## src/cebt_defines.svh

```systemverilog
// constants for can error confinement and nominal bit timing
`ifndef CEBT_DEFINES_SVH
`define CEBT_DEFINES_SVH
`define CEBT_IPT_TQ 5'h02
`define CEBT_BIT_TQ_MIN 5'h08
`define CEBT_BIT_TQ_MAX 5'h19
`define CEBT_FLAG_BITS 4'h6
`define CEBT_DELIM_BITS 4'h8
`define CEBT_INTER_BITS 4'h3
`define CEBT_DOM_FIRST 4'he
`define CEBT_DOM_NEXT 4'h8
`define CEBT_WARN_LVL 9'h060
`define CEBT_PASSIVE_LVL 9'h080
`define CEBT_BUSOFF_LVL 9'h100
`define CEBT_REC_MAX 8'hff
`define CEBT_REC_TOP_ACTIVE 8'h7f
`define CEBT_REC_RESTORE 8'h7f
`define CEBT_INC_RX 5'h01
`define CEBT_INC_ERR 5'h08
`define CEBT_RECOV_BITS 4'hb
`define CEBT_RECOV_SEQ 8'h80
`endif

```

## src/cebt_pkg.sv

```systemverilog
// types and timing helpers for can error confinement and bit timing
`include "cebt_defines.svh"
package cebt_pkg;
  typedef enum logic [1:0] {cebt_active, cebt_passive, cebt_bus_off} cebt_err_state_t;
  typedef enum logic [2:0] {st_frame, st_flag, st_trail, st_delim, st_inter, st_ovl} cebt_fsm_t;
  // second phase segment: longer of phase one and the processing time
  function automatic logic [4:0] cebt_ph2_len(input logic [2:0] ph1);
    logic [4:0] p;
    p = {2'h0, ph1} + 5'h01;
    return (p > `CEBT_IPT_TQ) ? p : `CEBT_IPT_TQ;
  endfunction
  // whole bit in quanta: sync + prop + phase one + phase two
  function automatic logic [4:0] cebt_bit_len(input logic [2:0] prop, input logic [2:0] ph1);
    return 5'h03 + {2'h0, prop} + {2'h0, ph1} + cebt_ph2_len(ph1);
  endfunction
endpackage

```

## src/cebt_if.sv

```systemverilog
// signals between bit timer, error counters and confinement core
`timescale 1ns/10ps
`default_nettype none
interface cebt_if import cebt_pkg::*; ();
  logic bit_start;
  logic sample_pt;
  logic rx_bit;
  logic [4:0] tec_inc;
  logic [4:0] rec_inc;
  logic tec_dec;
  logic rec_dec;
  logic clr;
  logic [8:0] tec;
  logic [7:0] rec;
  cebt_err_state_t state;
  logic warn;
  modport tmr (output bit_start, sample_pt, rx_bit);
  modport cnt (input tec_inc, rec_inc, tec_dec, rec_dec, clr, output tec, rec, state, warn);
  modport core (input bit_start, sample_pt, rx_bit, tec, rec, state, warn,
    output tec_inc, rec_inc, tec_dec, rec_dec, clr);
endinterface
`default_nettype wire

```

## src/cebt_bit_timer.sv

```systemverilog
// nominal bit timing: quantum prescaler, segment counter, sample point
`timescale 1ns/10ps
`default_nettype none
`include "cebt_defines.svh"
module cebt_bit_timer import cebt_pkg::*; #(
  parameter int PRESC_W = 6
) (
  // clock and reset
  input wire logic clk,
  input wire logic rst,
  // timing setup
  input wire logic [PRESC_W-1:0] presc,
  input wire logic [2:0] prop_seg,
  input wire logic [2:0] ph1_seg,
  // bus level
  input wire logic rx_pin,
  // bit events
  cebt_if.tmr bus
);
  typedef struct packed {
    logic [PRESC_W-1:0] div;
    logic [4:0] tq;
    logic bit_start;
    logic sample_pt;
    logic rx_bit;
  } cebt_tmr_st_t;
  localparam cebt_tmr_st_t TMR_RST = '{div: '0, tq: 5'h00, bit_start: 1'b0,
    sample_pt: 1'b0, rx_bit: 1'b1};
  cebt_tmr_st_t q, d;
  always_comb begin
    d = q;
    d.bit_start = 1'b0;
    d.sample_pt = 1'b0;
    if (q.div == presc) begin
      d.div = '0;
      d.tq = (q.tq == cebt_bit_len(prop_seg, ph1_seg) - 5'h01) ? 5'h00 : q.tq + 5'h01;
      d.bit_start = (d.tq == 5'h00);
      if (q.tq == {2'h0, prop_seg} + {2'h0, ph1_seg} + 5'h02) begin
        d.sample_pt = 1'b1;
        d.rx_bit = rx_pin;
      end
    end else begin
      d.div = q.div + PRESC_W'(1);
    end
  end
  always_ff @(posedge clk) begin
    if (rst) begin
      q <= TMR_RST;
    end else begin
      q <= d;
    end
  end
  assign bus.bit_start = q.bit_start;
  assign bus.sample_pt = q.sample_pt;
  assign bus.rx_bit = q.rx_bit;
endmodule // cebt_bit_timer
`default_nettype wire

```

## src/cebt_err_counters.sv

```systemverilog
// transmit and receive error counters and the error state they select
`timescale 1ns/10ps
`default_nettype none
`include "cebt_defines.svh"
module cebt_err_counters import cebt_pkg::*; (
  // clock and reset
  input wire logic clk,
  input wire logic rst,
  // counter updates and state
  cebt_if.cnt bus
);
  typedef struct packed {
    logic [8:0] tec;
    logic [7:0] rec;
    cebt_err_state_t state;
    logic warn;
  } cebt_cnt_st_t;
  cebt_cnt_st_t q, d;
  logic [9:0] tsum;
  logic [8:0] rsum;
  always_comb begin
    d = q;
    tsum = {1'b0, q.tec} + {5'h00, bus.tec_inc};
    rsum = {1'b0, q.rec} + {4'h0, bus.rec_inc};
    if (bus.clr) begin
      d.tec = 9'h000;
      d.rec = 8'h00;
    end else if (q.state != cebt_bus_off) begin
      // increments win over a decrement in the same cycle
      if (bus.tec_inc != 5'h00) begin
        d.tec = (tsum >= {1'b0, `CEBT_BUSOFF_LVL}) ? `CEBT_BUSOFF_LVL : tsum[8:0];
      end else if (bus.tec_dec && q.tec != 9'h000) begin
        d.tec = q.tec - 9'h001;
      end
      if (bus.rec_inc != 5'h00) begin
        d.rec = rsum[8] ? `CEBT_REC_MAX : rsum[7:0];
      end else if (bus.rec_dec) begin
        if (q.rec > `CEBT_REC_TOP_ACTIVE) begin
          d.rec = `CEBT_REC_RESTORE;
        end else if (q.rec != 8'h00) begin
          d.rec = q.rec - 8'h01;
        end
      end
    end
    if (d.tec >= `CEBT_BUSOFF_LVL) begin
      d.state = cebt_bus_off;
    end else if (d.tec >= `CEBT_PASSIVE_LVL || {1'b0, d.rec} >= `CEBT_PASSIVE_LVL) begin
      d.state = cebt_passive;
    end else begin
      d.state = cebt_active;
    end
    d.warn = (d.tec > `CEBT_WARN_LVL) || ({1'b0, d.rec} > `CEBT_WARN_LVL);
  end
  always_ff @(posedge clk) begin
    if (rst) begin
      q <= '{tec: 9'h000, rec: 8'h00, state: cebt_active, warn: 1'b0};
    end else begin
      q <= d;
    end
  end
  assign bus.tec = q.tec;
  assign bus.rec = q.rec;
  assign bus.state = q.state;
  assign bus.warn = q.warn;
endmodule // cebt_err_counters
`default_nettype wire

```

## src/cebt_core.sv

```systemverilog
// can error confinement core: error and overload frames, counters, bit timing
//
// Overview of operation
// - after an error frame a transmitter resends its data or remote frame
// - single-shot option suppresses that automatic resend
// - node is error active, error passive or bus off from its counters
// - warning raised when either error counter is above 96
// - lone transmitter without acknowledge stops counting once above 127
// - bus off never drives dominant; reception carries on
// - error active (0 to 127) sends six dominant flag bits
// - passive when transmit 128-255 or receive 128+; six recessive flag bits
// - transmit counter above 255 gives bus off; receive counter never does
// - counters rise on first flag bit, fall after good frames
// - receiver error adds one, except bit errors inside own flags
// - receiver seeing dominant right after own flag adds eight
// - transmitter flag adds eight, except passive ack case and arbitration stuff
// - bit error in active or overload flag adds eight to own counter
// - fourteen dominants from flag start, then each eight, add eight to both
// - good transmission takes one from transmit counter, floor zero
// - good reception: minus one, stays zero, or drops to 119-127
// - dominant first intermission bit is overload; transmit waits for bus idle
// - bit lasts 8 to 25 quanta (setups of 5 to 7 still run, with cfg_err set); shortest quantum one system clock
// - sync quantum, then propagation and phase one of 1 to 8 quanta
// - jump width 1 to 4 quanta, never above phase two (a wider setting only sets cfg_err)
// - error frame starts on the bit after the one with the error
`timescale 1ns/10ps
`default_nettype none
`include "cebt_defines.svh"
module cebt_core import cebt_pkg::*; #(
  parameter int PRESC_W = 6
) (
  // clock and reset
  input wire logic clk,
  input wire logic rst,
  // bit timing setup
  input wire logic [PRESC_W-1:0] presc,
  input wire logic [2:0] prop_seg,
  input wire logic [2:0] ph1_seg,
  input wire logic [1:0] sjw,
  input wire logic single_shot,
  // protocol engine status
  input wire logic is_tx,
  input wire logic in_arb,
  input wire logic bus_idle,
  input wire logic frame_end,
  input wire logic tx_ok,
  input wire logic rx_ok,
  input wire logic tx_req,
  input wire logic tx_bit,
  // protocol engine errors
  input wire logic err_bit,
  input wire logic err_stuff,
  input wire logic err_form,
  input wire logic err_ack,
  input wire logic err_crc,
  // transceiver
  input wire logic rx_pin,
  output logic tx_pin,
  // status
  output logic tx_grant,
  output logic retx,
  output logic shot_drop,
  output logic cfg_err,
  output logic [8:0] tec,
  output logic [7:0] rec,
  output cebt_err_state_t err_state,
  output logic warn,
  output logic sample_pt,
  output logic rx_bit
);
  if (PRESC_W < 1 || PRESC_W > 16) begin : g_chk
    $error("cebt_core: PRESC_W must be 1 to 16");
  end

  typedef struct packed {
    cebt_fsm_t st;
    logic [3:0] bcnt;
    logic [3:0] dom_left;
    logic err_pend;
    logic pend_tx;
    logic pend_ack;
    logic pend_arb;
    logic was_tx;
    logic act_flag;
    logic seen_dom;
    logic err_frame;
    logic defer;
    logic [3:0] rbits;
    logic [7:0] rseq;
    logic tx;
    logic grant;
    logic retx;
    logic shot_drop;
    logic cfg_err;
  } cebt_core_st_t;

  localparam cebt_core_st_t CORE_RST = '{st: st_frame, tx: 1'b1, default: '0};

  cebt_core_st_t q, d;
  logic [4:0] tinc;
  logic [4:0] rinc;
  logic [4:0] dstep;
  logic clr_c;
  logic busoff;
  logic active;

  // one dominant sample of the flag run: msb marks an eight-step
  function automatic logic [4:0] dom_step(input logic [3:0] left);
    if (left == 4'h0) begin
      return 5'h00;
    end
    if (left == 4'h1) begin
      return {1'b1, `CEBT_DOM_NEXT};
    end
    return {1'b0, left - 4'h1};
  endfunction

  cebt_if link();

  cebt_bit_timer #(
    .PRESC_W(PRESC_W)
  ) u_timer (
    .clk(clk),
    .rst(rst),
    .presc(presc),
    .prop_seg(prop_seg),
    .ph1_seg(ph1_seg),
    .rx_pin(rx_pin),
    .bus(link)
  );

  cebt_err_counters u_cnt (
    .clk(clk),
    .rst(rst),
    .bus(link)
  );

  always_comb begin
    d = q;
    tinc = 5'h00;
    rinc = 5'h00;
    dstep = 5'h00;
    clr_c = 1'b0;
    busoff = (link.state == cebt_bus_off);
    active = (link.state == cebt_active);
    d.retx = 1'b0;
    d.shot_drop = 1'b0;
    // setup sanity only flagged: the timer still runs on what it is given
    d.cfg_err = (cebt_bit_len(prop_seg, ph1_seg) < `CEBT_BIT_TQ_MIN) ||
      ({3'h0, sjw} + 5'h01 > cebt_ph2_len(ph1_seg));
    if (bus_idle) begin
      d.defer = 1'b0;
    end
    d.grant = tx_req && bus_idle && !q.defer && !busoff && !q.err_pend &&
      q.st == st_frame;
    // engine errors are caught during frames only
    if (q.st == st_frame && (err_bit || err_stuff || err_form || err_ack || err_crc)) begin
      d.err_pend = 1'b1;
      d.pend_tx = is_tx;
      d.pend_ack = err_ack;
      d.pend_arb = err_stuff && in_arb;
    end
    if (q.st == st_frame && frame_end && !q.err_pend) begin
      d.st = st_inter;
      d.bcnt = 4'h0;
    end
    if (link.bit_start) begin
      if (q.st == st_frame && q.err_pend) begin
        d.st = st_flag;
        d.bcnt = 4'h0;
        d.err_pend = 1'b0;
        d.was_tx = q.pend_tx;
        d.act_flag = active;
        d.seen_dom = 1'b0;
        d.err_frame = 1'b1;
        d.dom_left = active ? `CEBT_DOM_FIRST : 4'h0;
      end
      case (d.st)
        st_frame: begin
          d.tx = tx_bit;
        end
        st_flag: begin
          d.tx = !d.act_flag;
        end
        st_ovl: begin
          d.tx = 1'b0;
        end
        default: begin
          d.tx = 1'b1;
        end
      endcase
      if (busoff) begin
        d.tx = 1'b1;
      end
    end
    if (link.sample_pt) begin
      dstep = dom_step(q.dom_left);
      case (q.st)
        st_flag, st_ovl: begin
          if (q.st == st_flag && q.bcnt == 4'h0) begin
            if (!q.pend_tx) begin
              rinc = `CEBT_INC_RX;
            end else if (!q.pend_arb && !(q.pend_ack && !q.act_flag)) begin
              tinc = `CEBT_INC_ERR;
            end
          end
          if (q.act_flag && active && link.rx_bit) begin
            if (q.was_tx) begin
              tinc = tinc + `CEBT_INC_ERR;
            end else begin
              rinc = rinc + `CEBT_INC_ERR;
            end
            d.dom_left = `CEBT_DOM_FIRST;
          end else if (!link.rx_bit) begin
            d.seen_dom = 1'b1;
            d.dom_left = dstep[3:0];
            if (dstep[4]) begin
              tinc = tinc + `CEBT_INC_ERR;
              rinc = rinc + `CEBT_INC_ERR;
            end
          end
          if (q.bcnt == `CEBT_FLAG_BITS - 4'h1) begin
            // passive ack error counts only if someone answered with dominant
            if (q.st == st_flag && q.pend_tx && q.pend_ack && !q.act_flag &&
                d.seen_dom && link.tec < `CEBT_PASSIVE_LVL) begin
              tinc = tinc + `CEBT_INC_ERR;
            end
            d.st = st_trail;
            d.bcnt = 4'h0;
            if (!q.act_flag) begin
              d.dom_left = `CEBT_DOM_NEXT;
            end
          end else begin
            d.bcnt = q.bcnt + 4'h1;
          end
        end
        st_trail: begin
          if (!link.rx_bit) begin
            if (q.bcnt == 4'h0 && q.err_frame && !q.was_tx) begin
              rinc = rinc + `CEBT_INC_ERR;
            end
            d.bcnt = 4'h1;
            d.dom_left = dstep[3:0];
            if (dstep[4]) begin
              tinc = tinc + `CEBT_INC_ERR;
              rinc = rinc + `CEBT_INC_ERR;
            end
          end else begin
            // the first recessive sample is already delimiter bit one
            d.st = st_delim;
            d.bcnt = 4'h1;
          end
        end
        st_delim: begin
          if (!link.rx_bit) begin
            // dominant inside a delimiter is a form error: new flag next bit
            d.st = st_frame;
            d.err_pend = 1'b1;
            d.pend_tx = q.was_tx;
            d.pend_ack = 1'b0;
            d.pend_arb = 1'b0;
          end else if (q.bcnt == `CEBT_DELIM_BITS - 4'h1) begin
            d.st = st_inter;
            d.bcnt = 4'h0;
            d.err_frame = 1'b0;
            if (q.err_frame && q.was_tx) begin
              if (single_shot) begin
                d.shot_drop = 1'b1;
              end else if (!busoff) begin
                d.retx = 1'b1;
              end
            end
          end else begin
            d.bcnt = q.bcnt + 4'h1;
          end
        end
        st_inter: begin
          if (!link.rx_bit && q.bcnt == 4'h0) begin
            d.st = st_ovl;
            d.bcnt = 4'h0;
            d.act_flag = 1'b1;
            d.was_tx = 1'b0;
            d.defer = 1'b1;
            d.dom_left = `CEBT_DOM_FIRST;
          end else if (!link.rx_bit || q.bcnt == `CEBT_INTER_BITS - 4'h1) begin
            // later dominant is another node's start of frame
            d.st = st_frame;
            d.bcnt = 4'h0;
          end else begin
            d.bcnt = q.bcnt + 4'h1;
          end
        end
        default: begin
          d.bcnt = q.bcnt;
        end
      endcase
      // leave bus off after 128 runs of 11 recessive bits
      if (busoff) begin
        if (!link.rx_bit) begin
          d.rbits = 4'h0;
        end else if (q.rbits == `CEBT_RECOV_BITS - 4'h1) begin
          d.rbits = 4'h0;
          if (q.rseq == `CEBT_RECOV_SEQ - 8'h01) begin
            d.rseq = 8'h00;
            clr_c = 1'b1;
          end else begin
            d.rseq = q.rseq + 8'h01;
          end
        end else begin
          d.rbits = q.rbits + 4'h1;
        end
      end
    end
  end

  always_ff @(posedge clk) begin
    if (rst) begin
      q <= CORE_RST;
    end else begin
      q <= d;
    end
  end

  assign link.tec_inc = tinc;
  assign link.rec_inc = rinc;
  assign link.tec_dec = tx_ok;
  assign link.rec_dec = rx_ok;
  assign link.clr = clr_c;

  assign tx_pin = q.tx;
  assign tx_grant = q.grant;
  assign retx = q.retx;
  assign shot_drop = q.shot_drop;
  assign cfg_err = q.cfg_err;
  assign tec = link.tec;
  assign rec = link.rec;
  assign err_state = link.state;
  assign warn = link.warn;
  assign sample_pt = link.sample_pt;
  assign rx_bit = link.rx_bit;
endmodule // cebt_core
`default_nettype wire

```

## config.mk

```make
export PLATFORM = sky130hd
export DESIGN_NAME = cebt_core
export DESIGN_NICKNAME = d
export VERILOG_FILES = /design/src/cebt_pkg.sv /design/src/cebt_if.sv /design/src/cebt_bit_timer.sv /design/src/cebt_err_counters.sv /design/src/cebt_core.sv
export VERILOG_INCLUDE_DIRS = /design/src
export SDC_FILE = /design/constraint.sdc
export NUM_CORES = 1
export LEC_CHECK = 0
export ABC_AREA = 1
export BUFFER_PORTS_ARGS = -buffer_cell sky130_fd_sc_hd__clkbuf_2
export CAP_MARGIN = 20
export CORE_ASPECT_RATIO = 0.9
export CORE_MARGIN = 3
export CORE_UTILIZATION = 55
export DETAILED_ROUTE_END_ITERATION = 12
export PLACE_DENSITY = 0.78
export SLEW_MARGIN = 20
export SYNTH_ARGS = -nofsm -noshare
export SYNTH_HDL_FRONTEND = slang
export SYNTH_SLANG_ARGS = --single-unit
```

## constraint.sdc

```tcl
create_clock -name clk -period 3.4 [get_ports clk]
set_input_delay 0.34 -clock clk [delete_from_list [all_inputs] [get_ports clk]]
set_output_delay 0.34 -clock clk [all_outputs]
set_load 0.005 [all_outputs]
```

; ---- Word level (Yosys, flattened, before mapping)
; Cells that the tools add are included.
[classes]
reduce_logical = 61
n_lt_le_gt_ge = 11
n_mux = 116
n_eq_ne = 19
addsub = 22
n_bitwise = 6
[ops]
columns = cell, count
row1 = $mux 5, 30
row2 = $mux 4, 24
row3 = $mux 8, 8
row4 = $mux 12, 4
row5 = $mux 17, 2
row6 = $mux 32, 1
row7 = $mux 1, 27
row8 = $mux 9, 3
row9 = $logic_and 1x1->1, 25
row10 = $add 5x4->5 const B, 4
row11 = $pmux 5 s2, 2
row12 = $gt 8x7->1 const B, 2
row13 = $pmux 4 s4, 1
row14 = $mux 3, 5
row15 = $mux 7, 2
row16 = $pmux 3 s4, 1
row17 = $pmux 4 s3, 1
row18 = $add 9x5->10, 1
row19 = $eq 5x5->1, 2
row20 = $ge 10x9->1 const B, 1
row21 = $reduce_bool 5->1, 2
row22 = $add 8x5->9, 1
row23 = $eq 3x3->1 const B, 3
row24 = $ge 9x8->1 const B, 1
row25 = 49 further kinds, 82
[totals]
word_cells = 264
ff_bits = 71
out_inout_bits = 27

; ---- Depth between registers and ports, before layout
; Gate-level depths: netlist (run 1).
[depth]
depth_word = 30
depth_mapped = 30

; ---- Modules after synthesis
; Synthesis (run 1) repeated with hierarchy kept, for this count alone.
[hier_totals]
cells_unflattened = 1000
area_unflattened_um2 = 6284.8
[by_module_without_submodules]
columns = mod, cells_each, area_each_um2, instances, seq_area_each_um2
row1 = cebt_core, 428, 2750.1, 1, 740.7
row2 = cebt_err_counters, 413, 2368.5, 1, 380.4
row3 = cebt_bit_timer, 159, 1166.1, 1, 280.3

; ---- Least setup slack after synthesis (run 1)
; OpenSTA, ideal clock, no wires.
[synth_path]
kind = register -> register
startpoint = register q[30] (netlist name)
endpoint = register u_cnt.q, in the netlist u_cnt.bus.warn
path_buffers = 0
required_time_ps = 3268
t_arrival_ps = 3498
setup_time_ps = 132
path_slack_ps = -230
synth_period_minus_slack_ps = 3630
path_stages_with_launch = 27
path_cell_list = dfxtp_1 > inv_1 > ha_1 > nand3_2 > nor4_1 > ha_1 > or2_2 > nand3_2 > nand3_1 > nand2_2 > nand2_4 > inv_1 > ha_1 > inv_1 > fa_1 > nor3_1 > o21bai_1 > nand2_1 > inv_1 > nand2_1 > nand2_1 > nand2_1 > nand2_1 > nand2_1 > nand3_1 > o21bai_1 > a21oi_1
[synth_between]
elab_chain_cells = 24
word_cells_on_any_way = 51
[synth_lines]
columns = item, line
row1 = from (decl), cebt_core.sv:99  ; cebt_core_st_t q, d;
row2 = from (signal assigned), cebt_core.sv:318  ; q <= CORE_RST;
row3 = from (signal assigned), cebt_core.sv:320  ; q <= d;
row4 = $logic_not 4->1, "cebt_core.sv:200, cebt_core.sv:239"
row5 = $logic_and 1x1->1, cebt_core.sv:200  ; if (q.st == st_flag && q.bcnt == 4'h0) begin
row6 = $mux 4, cebt_core.sv:200
row7 = $mux 5, cebt_core.sv:198  ; case (q.st)
row8 = $mux 5, cebt_core.sv:196  ; if (link.sample_pt) begin
row9 = $add 5x4->5 (no line), --
row10 = $mux 5, cebt_core.sv:217  ; if (dstep[4]) begin
row11 = $mux 5, cebt_core.sv:214  ; end else if (!link.rx_bit) begin
row12 = [8 not listed], --
row13 = $add 9x5->10, cebt_err_counters.sv:23  ; tsum = {1'b0, q.tec} + {5'h00, bus.tec_inc};
row14 = $ge 10x9->1, cebt_err_counters.sv:31  ; d.tec = (tsum >= {1'b0, `CEBT_BUSOFF_LVL}) ? `CEBT_BUSOFF_LVL : tsum[8:0];
row15 = $mux 9, cebt_err_counters.sv:31
row16 = $mux 9, cebt_err_counters.sv:30  ; if (bus.tec_inc != 5'h00) begin
row17 = $mux 17 *, cebt_err_counters.sv:28  ; end else if (q.state != cebt_bus_off) begin
row18 = $mux 17 *, cebt_err_counters.sv:25  ; if (bus.clr) begin
row19 = $gt 9x7->1 (no line), --
row20 = $logic_or 1x1->1 *, cebt_err_counters.sv:52  ; d.warn = (d.tec > `CEBT_WARN_LVL) || ({1'b0, d.rec} > `CEBT_WARN_LVL);
row21 = to (signal assigned), cebt_err_counters.sv:56  ; q <= '{tec: 9'h000, rec: 8'h00, state: cebt_active, warn: 1'b0};
row22 = to (decl), cebt_err_counters.sv:18  ; cebt_cnt_st_t q, d;
; Mark *: on every way between the ends. The rest lies on a longest branch, timed or not. The select of a mux whose other input is x is not followed.
; A chain may end at the register's enable or synchronous reset.

; ---- Worst setup path in the final report (run 1)
[layout_path]
startpoint = register q[27] (netlist name)
endpoint = register u_cnt.q, in the netlist u_cnt.bus.warn
[layout_between]
elab_chain_cells = 25
word_cells_on_any_way = 44
[layout_lines]
columns = item, line
row1 = $eq 4x1->1, cebt_core.sv:112  ; if (left == 4'h1) begin
row2 = $mux 1 (2 in series), cebt_core.sv:112
row3 = $mux 1, cebt_core.sv:196
row4 = $mux 5, cebt_core.sv:115  ; return {1'b0, left - 4'h1};
row5 = $mux 5 *, cebt_core.sv:112
row6 = $mux 5 *, cebt_core.sv:196
row7 = $mux 5, cebt_core.sv:217
row8 = $mux 5, cebt_core.sv:214
row9 = [8 not listed], --
row10 = $add 9x5->10, cebt_err_counters.sv:23
row11 = $ge 10x9->1, cebt_err_counters.sv:31
row12 = $mux 9, cebt_err_counters.sv:31
row13 = $mux 9, cebt_err_counters.sv:30
row14 = $mux 17 *, cebt_err_counters.sv:28
row15 = $mux 17 *, cebt_err_counters.sv:25
row16 = $gt 9x7->1 (no line), --
row17 = $logic_or 1x1->1 *, cebt_err_counters.sv:52
; Marked as above.

==> results of run 1 <==
layout make-up:
| class | instances | area, um^2 | share of cell area |
|---|---|---|---|
| clock buffer | 10 | 229.0 | 0.03251 |
| clock inverter | 6 | 92.59 | 0.01315 |
| inverter | 132 | 500.5 | 0.07106 |
| multi-input combinational | 641 | 3829 | 0.5436 |
| sequential | 71 | 1428 | 0.2027 |
| tap | 126 | 157.7 | 0.02238 |
| timing repair buffer | 125 | 807.0 | 0.1146 |
timing repair:
| item | in CTS | in global routing |
|---|---|---|
| resized for setup | 14 | 29 |
| hold buffers | 0 | 0 |
| pin swaps | 14 | 15 |
| buffers inserted | 4 | 11 |
| endpoints found under the setup margin | 4 | 15 |
| gates cloned | 0 | 0 |
Yosys cell counts, drive strengths merged (7+ instances only):
cell    instances
inv           132
xnor2          11
nor3           17
nor2          108
a21oi          53
nand2         190
nand4          14
or2             7
nand3          70
dfxtp          71
o21ai          45
o211ai          7
ha             41
clkbuf         14
xor2           30
registers in the layout (all words and copies together), names as in the netlist:
name and count:
shot_drop 1, cfg_err 1, retx 1, u_cnt.bus.rec 8
u_timer.bus.sample_pt 1, tx_grant 1, u_timer.bus.bit_start 1, u_cnt.bus.state 2
u_timer.bus.rx_bit 1, u_cnt.bus.tec 9, u_timer.q 11, q 32
tx_pin 1, u_cnt.bus.warn 1
cells in the final DEF, fill, tap and decap left out, types with 4 or more instances in the layout:
cell type,instances
nand3_4,4
a21oi_2,4
inv_2,16
nand2_4,5
fa_1,5
clkbuf_2,57
inv_1,114
nand2_2,6
dfxtp_2,5
a21oi_1,49
nand3_1,60
nand4_1,13
xnor2_1,10
or2_2,6
ha_1,35
o211ai_1,7
buf_4,65
ha_4,5
o22ai_1,6
dfxtp_1,66
clkbuf_16,9
a211oi_1,6
nor2_2,5
a221oi_1,4
nand3_2,6
nor3_1,14
nor4_1,4
nor2_1,101
xor2_1,30
o21ai_0,42
nand2_1,179
layer usage:
| layer | vias up | wire length (um) | part of all wire |
|---|---|---|---|
| met5 | - | 0 | 0 |
| met4 | 0 | 295 | 0.019 |
| met3 | 42 | 1279 | 0.081 |
| met2 | 293 | 7064 | 0.45 |
| met1 | 2753 | 7065 | 0.45 |
| li1 | 3047 | - | - |
worst max-delay path: cells and delay by family, from the launching register on:
kind / cells / cell delay (ns)
AOI/OAI and AO/OA: 3 / 0.29
buffers and inverters: 7 / 0.55
DFF: 1 / 0.33
and+or+nand+nor: 18 / 1.35
adders and majority gates: 4 / 0.91
cell families (layout without fill, tap and decap cells):
| family | after synthesis | after routing | share of synthesized area |
|---|---|---|---|
| AOI/OAI and AO/OA | 135 | 135 | 0.1361 |
| xor gates and xnor gates | 41 | 41 | 0.06342 |
| adders and majority gates | 47 | 47 | 0.1118 |
| buffers and inverters | 152 | 273 | 0.1056 |
| DFF | 71 | 71 | 0.2510 |
| and+or+nand+nor | 418 | 418 | 0.3319 |
final timing paths:
path,cells past startpoint,from,end
setup / recovery,32,q[27],u_cnt.bus.warn
hold / removal,2,single_shot,retx
setup reg to reg,32,q[27],u_cnt.bus.warn
hold reg to reg,1,q[12],q[12]
report_power, final:
group,switching (mW),total [mW],internal (mW),leakage [nW]
logic,0.774,1.38,0.601,2.68
clock network,0.372,1.02,0.647,0.150
registers,0.111,1.03,0.914,0.580
==> run_results.csv, run 1 <==
group,metric,value,unit
global_routing,grt_pass1_vias,5656,
min_path,hp-class,"primary input to register",
logic_synthesis,synthTopCellsByArea,"dfxtp_1, nand2_1, ha_1, inv_1, nor2_1",
logic_synthesis,yosysWarnings,0,
logic_synthesis,yosysUniqueCellTypes,51,
placement,port_buffers,57,
setup_path,required,3.59,ns
status,failed_checks,"negative setup slack",
sta,setup_violations,7,
placement,dp.cells,1082,
floorplan,core,9869,um^2
clocking,cts_tree,"built",
sta,rsz0062_at_grt,"true",
logic_synthesis,synthesis.area,5662,um^2
flow_run,drv_cap,0,
sta,setup_tns,-0.6114,ns
setup_path,crit_slowest_cell,"fa_2",
placement,pre_cts_ws,-0.1464,ns
logic_synthesis,synth-edff-count,0,
sta,hold_violations,0,
logic_synthesis,synth_top_area_share,0.2510,
global_routing,grt_max_degree,25,
clocking,htreeDepth,3,
logic_synthesis,synth-seq-cells,71,
floorplan,dieArea,11550,um^2
logic_synthesis,async_flop_share,0,
routing,wl_per_cell,14.14,um
pwr,power_density,485.7,nW/um^2
routing,dr.pass1.iters,5,
logic_synthesis,yosys.area.top_type,"dfxtp_1",
floorplan,start_util,0.5737,
routing,num_vias,6135,
routing,drt-total-wl,15700,um
floorplan,ios,58,
sta,max_clock_freq,0.2789,GHz
final_layout,drive_above_1_share,0.2193,
sta,slew_headroom,0.6511,
routing,ant_nets,0,
global_routing,busiest_layer,"met2",
logic_synthesis,synth-seq-area-share,0.2510,
logic_synthesis,synth-main-ff-cell,"dfxtp_1",
clocking,numCtsBuffers,9,
global_routing,use_met2,0.4440,
clocking,clock_path_buffers,2,
global_routing,grt_use_total,0.2678,
placement,dp_hpwl,11570,um
final_layout,syn_to_final_growth,24.40,%
routing,drc,0,
floorplan,die-height,102.3,um
setup_path,slowest_delay,0.36,ns
final_layout,final_area,7043,um^2
sta,finalClockSkew,0.007960,ns
floorplan,row_count,34,
sta,fin_hold_ws,0.1933,ns
sta,drv_slew,0,
setup_path,critical_path_arrival,3.78,ns
placement,place_congestion,1.018,
setup_path,end_kind,"register",
setup_path,r2r_slack,-0.19,ns
status,status,"complete, but fails checks",
final_layout,instances_no_fill,1111,
global_routing,use_met1,0.3470,
global_routing,grt_use_met3,0.07282,
pwr,p_leak,3.413,nW
floorplan,die_width,112.9,um
pwr,peakVddDrop,535.4,uV
sta,worstMarginPinSlew,0.5234,ns
routing,viasPerCell,5.522,
setup_path,cp-start-kind,"register",
logic_synthesis,synth.avg_cell_area,6.553,um^2
setup_path,cp_max_fo,5,
sta,post-route-period-util,1.055,
clocking,clock-root-buffer,"clkbuf_16",
setup_path,crit_top_cell,"nand2_1",
sta,fin_crit,3.586,ns
clocking,clock_sinks,71,
setup_path,path_class,"register to register",
final_layout,n_fill_cell,820,
placement,detailed_place.area,6482,um^2
logic_synthesis,synth_cells,864,
final_layout,fin_nets,1058,
global_routing,grt.overflow.total,0,
sta,finalWorstSetupSlack,-0.1861,ns
global_routing,antenna_found_initial,0,
logic_synthesis,synth_nets,942,
final_layout,utilization,0.7136,
clocking,path_clk_slew,0.06,ns
clocking,clock_latency,0.34,ns
global_routing,grt_first_pass_wirelength,25480,um
routing,drtIter0Drc,668,
final_layout,antenna_cells,0,
pwr,finalPower,3.421,mW
Note: power is estimated with default switching activity, not from simulation.
==> run 2, diff against run 1 <==
==> constraint.sdc (replaced) <==
create_clock -name clk -period 3.4 [get_ports clk]
set_input_delay 0.17 -clock clk [delete_from_list [all_inputs] [get_ports clk]]
set_output_delay 0.17 -clock clk [all_outputs]
set_load 0.005 [all_outputs]
==> run_results.csv, run 2 (synthesis results as in run 1) <==
group,metric,value,unit
clocking,path_clk_slew,0.06,ns
setup_path,path_class,"register to register",
final_layout,fin_nets,1044,
setup_path,crit_slowest_cell,"dfxtp_2",
clocking,clock-root-buffer,"clkbuf_16",
sta,finalClockSkew,0.005544,ns
floorplan,dieArea,11550,um^2
sta,setup_tns,-0.08557,ns
setup_path,slowest_delay,0.33,ns
routing,drtIter0Drc,507,
placement,dp_hpwl,11400,um
floorplan,die_width,112.9,um
sta,finalWorstSetupSlack,-0.05181,ns
global_routing,grt_first_pass_wirelength,25130,um
sta,hold_violations,0,
routing,drc,0,
pwr,power_frac_comb,0.400,
setup_path,crit_top_cell,"nand2_1",
placement,place_congestion,0.9821,
final_layout,largest-register,"q",
floorplan,ios,58,
clocking,htreeDepth,3,
pwr,power_density,475.6,nW/um^2
setup_path,cp_max_fo,6,
status,failed_checks,"negative setup slack",
clocking,clock_sinks,71,
floorplan,core,9869,um^2
final_layout,drive_above_1_share,0.1990,
global_routing,grt_pass1_vias,5454,
global_routing,antenna_found_initial,0,
clocking,numCtsBuffers,9,
final_layout,final_common_cell,"nand2_1",
routing,viasPerCell,5.451,
global_routing,grt.overflow.total,0,
global_routing,grt_max_degree,39,
flow_run,drv_cap,0,
floorplan,row_count,34,
routing,ant_nets,0,
pwr,p_int,2.050,mW
final_layout,n_fill_cell,891,
setup_path,critical_path_arrival,3.71,ns
final_layout,antenna_cells,0,
pwr,power_switching_share,0.3719,
floorplan,start_util,0.5737,
sta,post-route-period-util,1.015,
sta,setup_violations,3,
sta,max_clock_freq,0.2897,GHz
sta,rsz0062_at_grt,"true",
placement,port_buffers,57,
routing,num_vias,5974,
pwr,finalPower,3.263,mW
final_layout,layout_common_cells,"nand2_1, inv_1, nor2_1",
floorplan,die-height,102.3,um
sta,fin_crit,3.452,ns
setup_path,end_kind,"register",
setup_path,required,3.66,ns
final_layout,syn_to_final_growth,21.19,%
status,status,"complete, but fails checks",
sta,worstMarginPinSlew,0.5638,ns
final_layout,largest_register_ffs,32,
clocking,clock_latency,0.33,ns
sta,drv_slew,0,
final_layout,final_area,6862,um^2
global_routing,grt_use_total,0.2648,
pwr,power.switching,1.214,mW
pwr,power.share.clock,0.288,
placement,detailed_place.area,6430,um^2
setup_path,cp-start-kind,"register",
pwr,peakVddDrop,403.2,uV
clocking,clock_path_buffers,2,
clocking,cts_tree,"built",
routing,wl_per_cell,13.66,um
min_path,hp-class,"primary input to register",
routing,drt-total-wl,14970,um
pwr,seqPwrFrac,0.313,
sta,slew_headroom,0.6213,
routing,dr.pass1.iters,5,
pwr,p_leak,3.333,nW
[run 2: cell types whose count changed in the layout (fill, tap and decap cells not counted), sizes merged]
cell      change
buf          -14
bufinv        -1
clkbuf        -1
clkinv        +1
clkinvlp      +1
inv           -1
[run 2: through the flow]
step | hold WS, ns | std cells | util | setup WS (ns)
5_1_grt | 0.02617 | 1096 | 0.6952 | -0.2937
4_1_cts | 0.003371 | 1095 | 0.6912 | 0.003327
6_report | 0.01623 | 1096 | 0.6952 | -0.05181
3_3_place_gp | 0.3599 | 1075 | 0.6515 | -0.1189
2_1_floorplan | 0.2490 | 864 | - | -0.01166
3_5_place_dp | 0.3567 | 1075 | 0.6515 | -0.2066
[run 2: power by group through the flow]
stage	clock network [mW]	logic, mW	registers (mW)
3_3_place_gp	0	1.21	1.03
5_1_grt	0.990	1.49	1.04
4_1_cts	0.959	1.27	1.02
2_1_floorplan	0	0.858	1.01
3_5_place_dp	0	1.22	1.03
6_report	0.939	1.30	1.02
[run 2: cell type report]
cell class / count / area (um^2) / area share
clock buffer: 9 / 225.2 / 0.03282
multi-input combinational: 641 / 3785 / 0.5516
clock inverter: 6 / 70.07 / 0.01021
sequential: 71 / 1428 / 0.2081
tap: 126 / 157.7 / 0.02298
timing repair buffer: 111 / 698.2 / 0.1018
inverter: 132 / 498.0 / 0.07257
[run 2: critical path, delay by kind of cell (launching register included)]
kind	cells	cell delay [ns]
compound gates	5	0.73
fa+ha+maj	3	0.64
buf+inv	5	0.37
flops	1	0.33
simple gates	15	1.27
[run 2: timing repair]
item / in CTS / in global routing
hold endpoints to repair: 0 / 0
hold buffers: 0 / 0
setup endpoints to repair: 7 / 12
resized for setup: 22 / 8
pin swaps: 23 / 13
buffers inserted: 7 / 1
[run 2: per-layer routing]
metal	up-vias	GRT usage	wire (um)
met1	2677	0.3612	6896
met5	-	0	0
met2	256	0.4240	6618
met3	18	0.05625	1272
li1	3023	-	-
met4	0	0.08041	179
[run 2: worst paths after layout]
kind,start,end,slack (ns),cells past startpoint
setup / recovery,q[31],u_cnt.bus.warn,-0.05,28
hold reg to reg,u_timer.q[8],u_timer.q[8],0.45,1
hold / removal,single_shot,retx,0.02,2
setup reg to reg,q[31],u_cnt.bus.warn,-0.05,28
==> run 3, diff against run 2 <==
==> constraint.sdc (replaced) <==
create_clock -name clk -period 3.4 [get_ports clk]
set_input_delay 0.68 -clock clk [delete_from_list [all_inputs] [get_ports clk]]
set_output_delay 0.68 -clock clk [all_outputs]
set_load 0.005 [all_outputs]
==> run_results.csv, run 3 (synthesis results as in run 1) <==
group,metric,value,unit
clocking,clock_latency,0.34,ns
clocking,clock-root-buffer,"clkbuf_16",
sta,finalWorstSetupSlack,-0.1200,ns
routing,wl_per_cell,14.19,um
sta,worstMarginPinSlew,0.5831,ns
pwr,p_leak,3.536,nW
clocking,htreeDepth,3,
sta,setup_violations,8,
global_routing,grt_use_total,0.2688,
setup_path,slowest_delay,0.57,ns
setup_path,cp_max_fo,5,
final_layout,largest_register_ffs,32,
setup_path,crit_slowest_cell,"fa_1",
placement,place_congestion,0.9852,
floorplan,die_width,112.9,um
sta,drv_slew,0,
final_layout,utilization,0.7394,
sta,fin_crit,3.520,ns
routing,num_vias,6202,
final_layout,final_common_cell,"nand2_1",
sta,rsz0062_at_grt,"true",
clocking,cts_tree,"built",
final_layout,fin_nets,1082,
setup_path,path_class,"primary input to register",
final_layout,largest-register,"q",
final_layout,antenna_cells,0,
global_routing,grt_pass1_vias,5521,
setup_path,cp-start-kind,"primary input",
floorplan,row_count,34,
setup_path,required,3.68,ns
global_routing,grt_max_degree,29,
placement,port_buffers,57,
final_layout,syn_to_final_growth,28.88,%
routing,drtIter0Drc,481,
sta,finalClockSkew,0.006801,ns
floorplan,core,9869,um^2
setup_path,cp_cell_sequence,"buf_8 > inv_2 > nor3_2 > inv_1 > nand2_1 > nand2_2 > fa_1 > ha_2 > inv_2 > fa_1 > xnor2_1 > xor2_1 > nor3_2 > o21ai_2 > a21oi_2 > nand2_2 > nand3_2 > nand4_1 > nor2_1",
status,status,"complete, but fails checks",
global_routing,grt_first_pass_wirelength,25500,um
sta,post-route-period-util,1.035,
clocking,numCtsBuffers,9,
clocking,path_clk_slew,0.06,ns
setup_path,end_kind,"register",
clocking,clock_sinks,71,
routing,viasPerCell,5.464,
floorplan,ios,58,
pwr,peakVddDrop,375.1,uV
min_path,hp-class,"register to register",
placement,dp_hpwl,11490,um
placement,detailed_place.area,6573,um^2
status,failed_checks,"negative setup slack",
setup_path,worst-path-buf-inv,4,
sta,slew_headroom,0.6083,
setup_path,critPathTopFamily,"adder cells",
routing,drt-total-wl,16110,um
global_routing,antenna_found_initial,0,
routing,ant_nets,0,
global_routing,grt.overflow.total,0,
sta,fin_hold_ws,0.4452,ns
final_layout,drive_above_1_share,0.2666,
final_layout,final_area,7297,um^2
floorplan,dieArea,11550,um^2
routing,dr.pass1.iters,5,
floorplan,die-height,102.3,um
sta,max_clock_freq,0.2841,GHz
routing,drc,0,
sta,hold_violations,0,
clocking,clock_path_buffers,2,
setup_path,critical_path_arrival,3.80,ns
pwr,power_density,468.8,nW/um^2
final_layout,layout_common_cells,"nand2_1, inv_1, nor2_1",
flow_run,drv_cap,0,
floorplan,start_util,0.5737,
run 3: cell count changes in the layout (fill, tap and decap cells not counted), moves of 3 or more:
cell	previous run	this run
nor2_1	101	95
inv_1	116	110
buf_6	2	6
nand2_1	181	167
inv_2	15	21
clkbuf_2	57	54
nand2_2	6	18
buf_4	52	88
nor2_2	4	8
run 3: what timing repair did:
action,in CTS,in global routing
pin swaps,20,35
hold buffers,0,0
buffers inserted,16,12
setup endpoints to repair,9,20
gates resized for setup,18,67
run 3: final timing paths:
check | cells past startpoint | slack [ns] | from | end
max | 19 | -0.12 | ph1_seg[0] | u_timer.bus.bit_start
min reg2reg | 1 | 0.45 | u_timer.q[8] | u_timer.q[8]
min | 1 | 0.45 | u_timer.q[8] | u_timer.q[8]
max reg2reg | 28 | -0.09 | q[26] | u_cnt.bus.warn
run 3: worst register-to-register path, delay by kind of cell, from the launching register on:
| family | cells | cell delay [ns] |
|---|---|---|
| compound gates | 3 | 0.30 |
| flops | 1 | 0.36 |
| buf+inv | 5 | 0.34 |
| simple gates | 16 | 1.36 |
| fa+ha+maj | 4 | 1.01 |
run 3: area by class of cell:
| cell class | instances | area (um^2) |
|---|---|---|
| fill | 770 | 2572 |
| inverter | 132 | 498.0 |
| sequential | 71 | 1428 |
| clock buffer | 10 | 229.0 |
| clock inverter | 6 | 45.04 |
| tap | 126 | 157.7 |
| timing repair buffer | 149 | 1013 |
| multi-input combinational | 641 | 3926 |
run 3: power by group:
group / total (mW) / internal [mW] / switching, mW
registers: 1.02 / 0.915 / 0.105
clock network: 0.871 / 0.496 / 0.375
logic: 1.53 / 0.695 / 0.836
total: 3.42 / 2.11 / 1.31
run 3: metrics by stage:
stage / TNS (ns) / total power, mW / setup WS, ns / cells
after global placement: -1.053 / 2.295 / -0.1975 / 1093
after floorplan: -0.006625 / 1.869 / -0.006625 / 864
after CTS: -0.05331 / 3.250 / -0.05331 / 1125
final: -0.3921 / 3.420 / -0.1200 / 1135
after global routing: -3.332 / 3.641 / -0.3279 / 1135
after detailed placement: -2.458 / 2.312 / -0.3861 / 1093
run 3: routing by layer:
layer	track usage	routed length, um	vias to the layer above
met5	0	0	-
met4	0.08226	377	0
met3	0.05743	1156	41
met2	0.4376	7438	240
met1	0.3607	7137	2819
li1	-	-	3102
